File: config.mk
export PLATFORM = sky130hd
export DESIGN_NAME = tmw_timer
export DESIGN_NICKNAME = d
export VERILOG_FILES = /design/src/tmw_pkg.sv /design/src/tmw_prescaler.sv /design/src/tmw_timer.sv
export SDC_FILE = /design/constraint.sdc
export NUM_CORES = 1
export LEC_CHECK = 0
export BUFFER_PORTS_ARGS = -buffer_cell sky130_fd_sc_hd__buf_2
export CELL_PAD_IN_SITES_DETAIL_PLACEMENT = 0
export CELL_PAD_IN_SITES_GLOBAL_PLACEMENT = 1
export CORE_ASPECT_RATIO = 0.8
export CORE_UTILIZATION = 39
export CTS_BUF_LIST = sky130_fd_sc_hd__clkbuf_4 sky130_fd_sc_hd__clkbuf_8
export DETAILED_ROUTE_END_ITERATION = 10
export GPL_ROUTABILITY_DRIVEN = 0
export PLACE_DENSITY_LB_ADDON = 0.1
export SLEW_MARGIN = 10
export SYNTH_ARGS = -nofsm -noshare
export SYNTH_HDL_FRONTEND = slang
export SYNTH_SLANG_ARGS = --single-unit
File: constraint.sdc
create_clock -name ref_clk -period 1.85 [get_ports ref_clk]
set_clock_uncertainty 0.05 [all_clocks]
set_input_delay 0.185 -clock ref_clk [delete_from_list [all_inputs] [get_ports ref_clk]]
set_output_delay 0.185 -clock ref_clk [all_outputs]
set_load 0.02 [all_outputs]
File: src/tmw_pkg.sv
// Package of constants and types for the 8-bit waveform timer
`default_nettype none
package tmw_pkg;
   localparam int          CNT_W         = 8;        // Counter width
   localparam logic [7:0]  CNT_BOTTOM    = 8'h00;    // Bottom of the count
   localparam logic [7:0]  CNT_MAX       = 8'hFF;    // Maximum of the count
   localparam logic [7:0]  CNT_RESET     = 8'h00;    // Counter value after reset
   localparam logic [7:0]  CMP_RESET     = 8'h00;    // Compare value after reset
   localparam logic [1:0]  MODE_NORMAL   = 2'h0;     // Free running up count
   localparam logic [1:0]  MODE_PHASE    = 2'h1;     // Phase correct PWM, not served here
   localparam logic [1:0]  MODE_CLEAR    = 2'h2;     // Clear-on-match mode
   localparam logic [1:0]  MODE_FAST     = 2'h3;     // Fast PWM
   localparam logic [1:0]  ACT_NONE      = 2'h0;     // No action at match
   localparam logic [1:0]  ACT_TOGGLE    = 2'h1;     // Toggle at match
   localparam logic [1:0]  ACT_CLEAR     = 2'h2;     // Clear at match
   localparam logic [1:0]  ACT_SET       = 2'h3;     // Set at match
   localparam int          PRE_W         = 10;       // Prescale counter width
   localparam logic [9:0]  PRE_RESET     = 10'h000;  // Prescale count after reset
   // Clock select codes
   typedef enum logic [2:0] {
      CS_STOP, CS_DIV1, CS_DIV8, CS_DIV32, CS_DIV64, CS_DIV128, CS_DIV256, CS_DIV1024
   } tmw_clksel_type;
endpackage : tmw_pkg
`default_nettype wire

File: src/tmw_prescaler.sv
// Prescaler that makes the timer clock enable from the I/O clock
`default_nettype none
module tmw_prescaler
   import tmw_pkg::*;
(
   input  wire logic            ref_clk,          // I/O clock
   input  wire logic            rst,              // Asynchronous reset, active high
   input  wire logic [2:0]      clock_select_field, // Prescale choice
   output logic                 tick              // One-cycle timer clock enable
);
   logic [PRE_W-1:0] pre_reg;  // Free running divide counter
   logic [PRE_W-1:0] pre_next; // Next divide count
   logic [PRE_W-1:0] mask;     // Low bits that must all be one for a tick

   // Mask picks the division ratio from the select code
   always_comb begin
      unique case (clock_select_field)
         CS_STOP:    mask = 10'h000;
         CS_DIV1:    mask = 10'h000;
         CS_DIV8:    mask = 10'h007;
         CS_DIV32:   mask = 10'h01F;
         CS_DIV64:   mask = 10'h03F;
         CS_DIV128:  mask = 10'h07F;
         CS_DIV256:  mask = 10'h0FF;
         default:    mask = 10'h3FF;
      endcase
   end

   assign pre_next = pre_reg + 10'h001;
   // Stopped timer gives no tick at all
   assign tick = (clock_select_field != CS_STOP) && ((pre_reg & mask) == mask);

   // Divider runs always; a shared counter keeps ratios aligned
   always_ff @(posedge ref_clk or posedge rst) begin
      if (rst) begin
         pre_reg <= PRE_RESET;
      end else begin
         pre_reg <= pre_next;
      end
   end
endmodule : tmw_prescaler
`default_nettype wire

File: src/tmw_timer.sv
// 8-bit timer with one compare channel: normal, clear-on-match and fast PWM
// Functional notes
// Nonzero action field overrides port output value
// Waveform shows on pin only when output
// Override ignores the waveform mode
// Action zero leaves waveform bit unchanged
// Action change acts next match; force immediate
// Count sequence depends only on mode
// Mode zero increments and wraps FF to 00
// Normal mode sets overflow when count hits zero
// Overflow flag cleared when its interrupt runs
// Mode two clears counter at compare match
// Clear-on-match compare writes unbuffered, may wrap
// Clear-on-match sets compare flag at top
// Clear-on-match toggle action toggles each match
// Clear-on-match overflow at MAX to zero
// Mode three counts zero to MAX, 256 states
// Fast PWM: action two/three clear/set polarity
// Fast PWM overflow flag set at MAX
// Fast PWM extreme compare values give spike/constant
// Fast PWM toggle action, compare buffered
// Timer clock is prescaled I/O clock
// Match sets compare flag next timer cycle
// PWM compare writes buffered until bottom
// Counter write blocks next match, wins
// Force updates output without flag or clear
// Waveform bit resets zero, holds across modes
// Everything steps only on timer clock enable; code takes processor writes, flag clears and force on any I/O clock
`default_nettype none
module tmw_timer
   import tmw_pkg::*;
(
   input  wire logic                  ref_clk,              // I/O clock
   input  wire logic                  rst,                  // Asynchronous reset, active high
   input  wire logic [2:0]            clock_select_field,   // Prescale select, zero stops
   input  wire logic [1:0]            wave_mode_field,      // Counting mode
   input  wire logic [1:0]            compare_action_field, // Output action
   input  wire logic                  force_compare_strobe, // One-cycle force pulse
   input  wire logic                  count_write,          // Processor write to counter
   input  wire logic [CNT_W-1:0]      count_write_data,     // Value for counter write
   input  wire logic                  compare_write,        // Processor write to compare value
   input  wire logic [CNT_W-1:0]      compare_write_data,   // Value for compare write
   input  wire logic                  overflow_flag_clear,  // Write one or vector taken
   input  wire logic                  compare_flag_clear,   // Write one or vector taken
   input  wire logic                  port_out_value,       // General port output bit
   input  wire logic                  wave_pin_direction,   // One selects output
   output logic [CNT_W-1:0]           count_value,          // Current count
   output logic [CNT_W-1:0]           compare_value,        // Active compare value
   output logic                       overflow_flag,        // Sticky overflow
   output logic                       compare_flag,         // Sticky compare match
   output logic                       wave_out_bit,         // Internal waveform state
   output logic                       wave_pin_out,         // Pin output level
   output logic                       wave_pin_oe           // Pin output enable
);
   logic [CNT_W-1:0] cnt_reg;        // Counter
   logic [CNT_W-1:0] cnt_next;       // Counter next value
   logic [CNT_W-1:0] cmp_reg;        // Active compare value
   logic [CNT_W-1:0] cmp_next;       // Active compare next value
   logic [CNT_W-1:0] cmp_buf_reg;    // Buffer for PWM writes
   logic [CNT_W-1:0] cmp_buf_next;   // Buffer next value
   logic             ovf_reg;        // Overflow flag
   logic             ovf_next;       // Overflow flag next
   logic             cf_reg;         // Compare flag
   logic             cf_next;        // Compare flag next
   logic             match_pend_reg; // Match seen, flag due on next tick
   logic             match_pend_next;// Pending match next
   logic             block_reg;      // Counter write blocks next tick's match
   logic             block_next;     // Block next
   logic             wave_reg;       // Waveform bit
   logic             wave_next;      // Waveform next
   logic             tick;           // Timer clock enable
   logic             pwm_mode;       // Fast or phase PWM selected
   logic             raw_match;      // Comparator equality
   logic             match;          // Match honoured this tick
   logic             at_max;         // Counter at MAX
   logic             wrap;           // Counter goes to zero this tick
   logic             forced;         // Force strobe effective
   logic             wave_act;       // Waveform value after a match action

   // Timer clock enable from the divider
   tmw_prescaler u_pre (
      .ref_clk            (ref_clk),
      .rst                (rst),
      .clock_select_field (clock_select_field),
      .tick               (tick)
   );

   // Decode of modes and events
   assign pwm_mode  = wave_mode_field[0];
   assign at_max    = (cnt_reg == CNT_MAX);
   assign raw_match = (cnt_reg == cmp_reg);
   // A counter write blocks the match on the following timer cycle
   assign match     = tick && raw_match && !block_reg && !count_write;
   // Counter reaches bottom by wrap or by match clear in clear-on-match
   assign wrap      = tick && (at_max || (wave_mode_field == MODE_CLEAR && match));
   assign forced    = force_compare_strobe && !pwm_mode;

   // Counter: write wins, otherwise mode decides; action field never used here
   always_comb begin
      cnt_next = cnt_reg;
      if (count_write) begin
         cnt_next = count_write_data;
      end else if (tick) begin
         if (wave_mode_field == MODE_CLEAR && match) begin
            cnt_next = CNT_BOTTOM;
         end else begin
            cnt_next = cnt_reg + 8'h01;
         end
      end
   end

   // Compare value: direct in non-PWM, buffered and loaded at MAX-to-bottom in PWM
   assign cmp_buf_next = compare_write ? compare_write_data : cmp_buf_reg;
   always_comb begin
      cmp_next = cmp_reg;
      if (!pwm_mode) begin
         if (compare_write) begin
            cmp_next = compare_write_data;
         end
      end else if (tick && at_max) begin
         cmp_next = cmp_buf_reg;
      end
   end

   // Waveform value produced by a real or forced match
   always_comb begin
      unique case (compare_action_field)
         ACT_NONE:   wave_act = wave_reg;
         ACT_TOGGLE: wave_act = ~wave_reg;
         ACT_CLEAR:  wave_act = 1'b0;
         ACT_SET:    wave_act = 1'b1;
      endcase
   end

   // Waveform: match action first, fast PWM bottom action on the wrap tick only when there is no match
   always_comb begin
      wave_next = wave_reg;
      if (forced || match) begin
         wave_next = wave_act;
      end
      // Bottom restore in fast PWM; a match at MAX wins, so MAX compare stays constant
      if (wave_mode_field == MODE_FAST && tick && at_max && !match) begin
         if (compare_action_field == ACT_CLEAR) begin
            wave_next = 1'b1;
         end else if (compare_action_field == ACT_SET) begin
            wave_next = 1'b0;
         end
      end
   end

   // Overflow flag: set beats clear, so no event is lost
   always_comb begin
      ovf_next = ovf_reg;
      if (overflow_flag_clear) begin
         ovf_next = 1'b0;
      end
      if (wave_mode_field == MODE_FAST) begin
         if (tick && cnt_reg == 8'hFE && !count_write) begin
            ovf_next = 1'b1;
         end
      end else if (tick && at_max && !count_write) begin
         ovf_next = 1'b1;
      end
   end

   // Compare flag lags the match by one timer cycle; force never sets it
   assign match_pend_next = tick ? match : match_pend_reg;
   always_comb begin
      cf_next = cf_reg;
      if (compare_flag_clear) begin
         cf_next = 1'b0;
      end
      if (tick && match_pend_reg) begin
         cf_next = 1'b1;
      end
   end

   // Block lasts until the next timer tick, even if timer is stopped
   always_comb begin
      block_next = block_reg;
      if (count_write) begin
         block_next = 1'b1;
      end else if (tick) begin
         block_next = 1'b0;
      end
   end

   // State registers
   always_ff @(posedge ref_clk or posedge rst) begin
      if (rst) begin
         cnt_reg        <= CNT_RESET;
         cmp_reg        <= CMP_RESET;
         cmp_buf_reg    <= CMP_RESET;
         ovf_reg        <= 1'b0;
         cf_reg         <= 1'b0;
         match_pend_reg <= 1'b0;
         block_reg      <= 1'b0;
         wave_reg       <= 1'b0;
      end else begin
         cnt_reg        <= cnt_next;
         cmp_reg        <= cmp_next;
         cmp_buf_reg    <= cmp_buf_next;
         ovf_reg        <= ovf_next;
         cf_reg         <= cf_next;
         match_pend_reg <= match_pend_next;
         block_reg      <= block_next;
         wave_reg       <= wave_next;
      end
   end

   // Pin mux: override by action field alone, direction bit gates the drive
   assign wave_pin_out = (compare_action_field != ACT_NONE) ? wave_reg : port_out_value;
   assign wave_pin_oe  = wave_pin_direction;

   // Outputs straight from registers
   assign count_value   = cnt_reg;
   assign compare_value = cmp_reg;
   assign overflow_flag = ovf_reg;
   assign compare_flag  = cf_reg;
   assign wave_out_bit  = wave_reg;
endmodule : tmw_timer
`default_nettype wire

==> impl_metrics.csv <==
group,metric,value,unit
logic_synthesis,ys_seq_elements,39,
clock_network,clockBufferDepth,2,
power_and_ir_drop,cell_internal_pwr,1640,uW
critical_path,critPathBufInv,0,
final_layout,post_layout_nonfiller_instances,351,
critical_path,crit_chain,"xor2_1 -> nor4_2 -> nand3_1 -> or4_4 -> o211ai_1",
die,floorplan.die_area,5880,um^2
critical_path,timing.critical_path.fanout_max,3,
global_routing,antenna_found_initial,0,
final_layout,largest_register_ff_count,10,
final_layout,antenna-diode-count,0,
die,die_w,85.5,um
critical_path,worst-setup-path-type,"flop to flop",
sta,layout_worst_path_cycle_share,98.9,%
critical_path,timing.critical_path.arrival,1.99,ns
routing,totalWireLength,5040,um
critical_path,slowest_delay,0.51,ns
clock_network,clk-insertion-delay-late,0.29,ns
sta,timing.final.setup_violations,0,
sta,timing_worst_slew_pin_value,0.499,ns
power_and_ir_drop,clk_pwr_share,32.5,%
final_layout,proportion_of_layout_cells_with_a_drive_suffix_above_1,48.8,%
power_and_ir_drop,seq_power_share,43.3,%
power_and_ir_drop,total_switching_power,656,uW
logic_synthesis,synth.net_count,233,
clock_network,root_buffer,"sky130_fd_sc_hd__clkbuf_8",
die,io_pins,53,
critical_path,setup.worst_path.end_class,"flop",
sta,hold_ws,0.0189,ns
status,status,"finished clean",
final_layout,mostFrequentLayoutCell,"sky130_fd_sc_hd__buf_2",
final_layout,area_delta_synth_final,37.1,%
power_and_ir_drop,power.switching_fraction,28.6,%
logic_synthesis,ys_dominant_reg_cell,"sky130_fd_sc_hd__dfrtp_1",
sta,time_the_final_worst_path_needs_with_i_o_delays_and_setup,1.83,ns
sta,slew_violations,0,
sta,fmax,0.546,GHz
routing,drt.antenna.violating_nets,0,
global_routing,groute.usage.overall,18.6,%
logic_synthesis,synth_enable_flop_cells,0,
placed_design,dpl.hpwl,3680,um
final_layout,design.final.nets,323,
final_layout,most_frequent_cells_in_the_layout,"sky130_fd_sc_hd__buf_2, sky130_fd_sc_hd__dfrtp_1, sky130_fd_sc_hd__buf_4",
sta,timing.slew.headroom,66.7,%
die,initial_utilization,42.0,%
power_and_ir_drop,power.density,769,nW/um^2
power_and_ir_drop,cellLeakagePower,0.00138,uW
logic_synthesis,synth.avg_cell_area,11.0,um^2
global_routing,first_global_vias,1733,
die,floorplan.core_area,5180,um^2
placed_design,placed_cells_incl_taps,335,
die,floorplan.rows,23,
routing,routedWlPerCell,14.3,um
sta,timing_hold_violations_final,0,
clock_network,total_clock_sinks,39,
critical_path,critical_path.slowest_cell,"sky130_fd_sc_hd__or4_4",
routing,drcViolationCount,0,
logic_synthesis,yosys_warnings,0,
logic_synthesis,synthesis.area,2170,um^2
critical_path,worst_path_dominant_cell_family,"simple AND/OR/NAND/NOR gates",
clock_network,htreeDepth,2,
logic_synthesis,seq_area_frac_synth,44.9,%
run,max_cap_viol_count,0,
power_and_ir_drop,ir_worst_vdd,0.442,mV
global_routing,global_route_wire_length_before_repair,8290,um
global_routing,gr-total-overflow,0,
routing,drt-pass1-iter-count,4,
logic_synthesis,netlist.top_cell.by_area,"sky130_fd_sc_hd__dfrtp_1",
power_and_ir_drop,power.share.combinational,24.2,%
routing,drt_iter0_drc,79,
logic_synthesis,synth_async_sr_flop_share,100,%
logic_synthesis,syn-instance-count,198,
placed_design,port_buffers,50,
routing,routed_via_density,5.07,
routing,num_vias,1779,
critical_path,data_required_time_at_the_worst_endpoint,2.01,ns
hold_path,worstHoldPathType,"input port to flop",
sta,rsz_0062_raised_after_global_routing,"yes",
die,die_height,68.8,um
clock_network,cts_made_buffers,5,
clock_network,worst_setup_hold_path_clk_slew,0.08,ns
global_routing,grt_max_degree,40,
logic_synthesis,synthDistinctLibCells,45,
clock_network,tritoncts,"done",
critical_path,worst_setup_path_start_kind,"flop",
logic_synthesis,biggest_area_contributors_in_the_synthesized_netlist,"sky130_fd_sc_hd__dfrtp_1, sky130_fd_sc_hd__mux2_2, sky130_fd_sc_hd__mux2_4",
logic_synthesis,synth_top_area_share,44.9,%
synthesized netlist by cell type, drive strengths merged (2+ instances only):
| cell type | count |
|---|---|
| o211ai | 3 |
| a32oi | 5 |
| and2 | 2 |
| xor2 | 10 |
| ha | 3 |
| dfrtp | 39 |
| nand4 | 4 |
| clkbuf | 4 |
| nand3 | 10 |
| buf | 4 |
| nand2b | 6 |
| nor2 | 4 |
| nand2 | 10 |
| mux2 | 25 |
| inv | 9 |
| or4 | 2 |
| a21boi | 3 |
| xnor2 | 6 |
| nor2b | 5 |
| o21ai | 7 |
| a21oi | 10 |
| nor3 | 10 |
kinds of logic after synthesis:
kind of cell | count (synthesis) | synth area share, %
AO/OA/AOI/OAI | 37 | 13.1
AND/OR/NAND/NOR | 60 | 15.7
XOR/XNOR | 16 | 6.44
buffers and inverters | 17 | 3.34
multiplexers | 26 | 14.8
adder cells (fa/ha/maj) | 3 | 1.73
flip-flops | 39 | 44.9
worst register-to-register path: cells and delay by family (launching register included):
kind / cells / cell delay, ns
xor gates and xnor gates: 1 / 0.17
AOI/OAI and AO/OA: 1 / 0.10
and+or+nand+nor: 3 / 1.02
DFF: 1 / 0.41
worst paths after layout:
| check | startpoint | end | slack, ns | cells after the start |
|---|---|---|---|---|
| worst min register to register | u_pre.pre_reg[9]$_DFF_PP0_ | u_pre.pre_reg[9]$_DFF_PP0_ | 0.43 | 1 |
| worst max-delay path | count_value[1]$_DFFE_PP0P_ | wave_out_bit$_DFF_PP0_ | 0.02 | 5 |
| worst min-delay path | compare_flag_clear | compare_flag$_DFFE_PP0P_ | 0.02 | 2 |
| worst max register to register | count_value[1]$_DFFE_PP0P_ | wave_out_bit$_DFF_PP0_ | 0.02 | 5 |
| min in group asynchronous | rst | cmp_buf_reg[3]$_DFFE_PP0P_ | 0.52 | 4 |
| max in group asynchronous | rst | count_value[1]$_DFFE_PP0P_ | 0.87 | 4 |
per-layer routing:
metal / wire [um] / track usage, %
met4: 49 / 5.83
met3: 240 / 4.29
met1: 2530 / 25.4
met2: 2220 / 29.6
met5: 0 / 0
cell type report:
cell class	count	area [um^2]
timing repair buffer	91	588
sequential	39	977
inverter	9	33.8
multi-input combinational	142	1190
clock buffer	6	82.6
clock inverter	2	35.0
fill	500	2200
tap	62	77.6
through the flow:
step | setup slack, ns | util [%] | area (um^2) | TNS (ns) | total power, uW
floorplan | 0.00593 | - | 2180 | 0 | 1330
global placement | 0.0125 | 52.6 | 2730 | 0 | 1540
detailed placement | -0.0378 | 52.6 | 2730 | -0.0648 | 1550
CTS | 0.00518 | 55.9 | 2900 | 0 | 2300
global route | -0.0830 | 57.6 | 2980 | -0.410 | 2400
finish | 0.0201 | 57.6 | 2980 | 0 | 2290
power groups by stage:
stage / combinational (uW) / sequential, uW / clock [uW]
finish: 556 / 993 / 744
global route: 605 / 1000 / 793
CTS: 549 / 995 / 759
detailed placement: 537 / 1010 / 0
global placement: 532 / 1010 / 0
floorplan: 250 / 1080 / 0
repair_timing:
action                     in CTS  in global routing
pin swaps                       3                  9
hold endpoints to repair       39                  0
hold buffers                    1                  0
setup buffers                   3                  4
setup endpoints to repair       5                 17
gates resized for setup         3                 13
(Power assumes the default switching activity.)
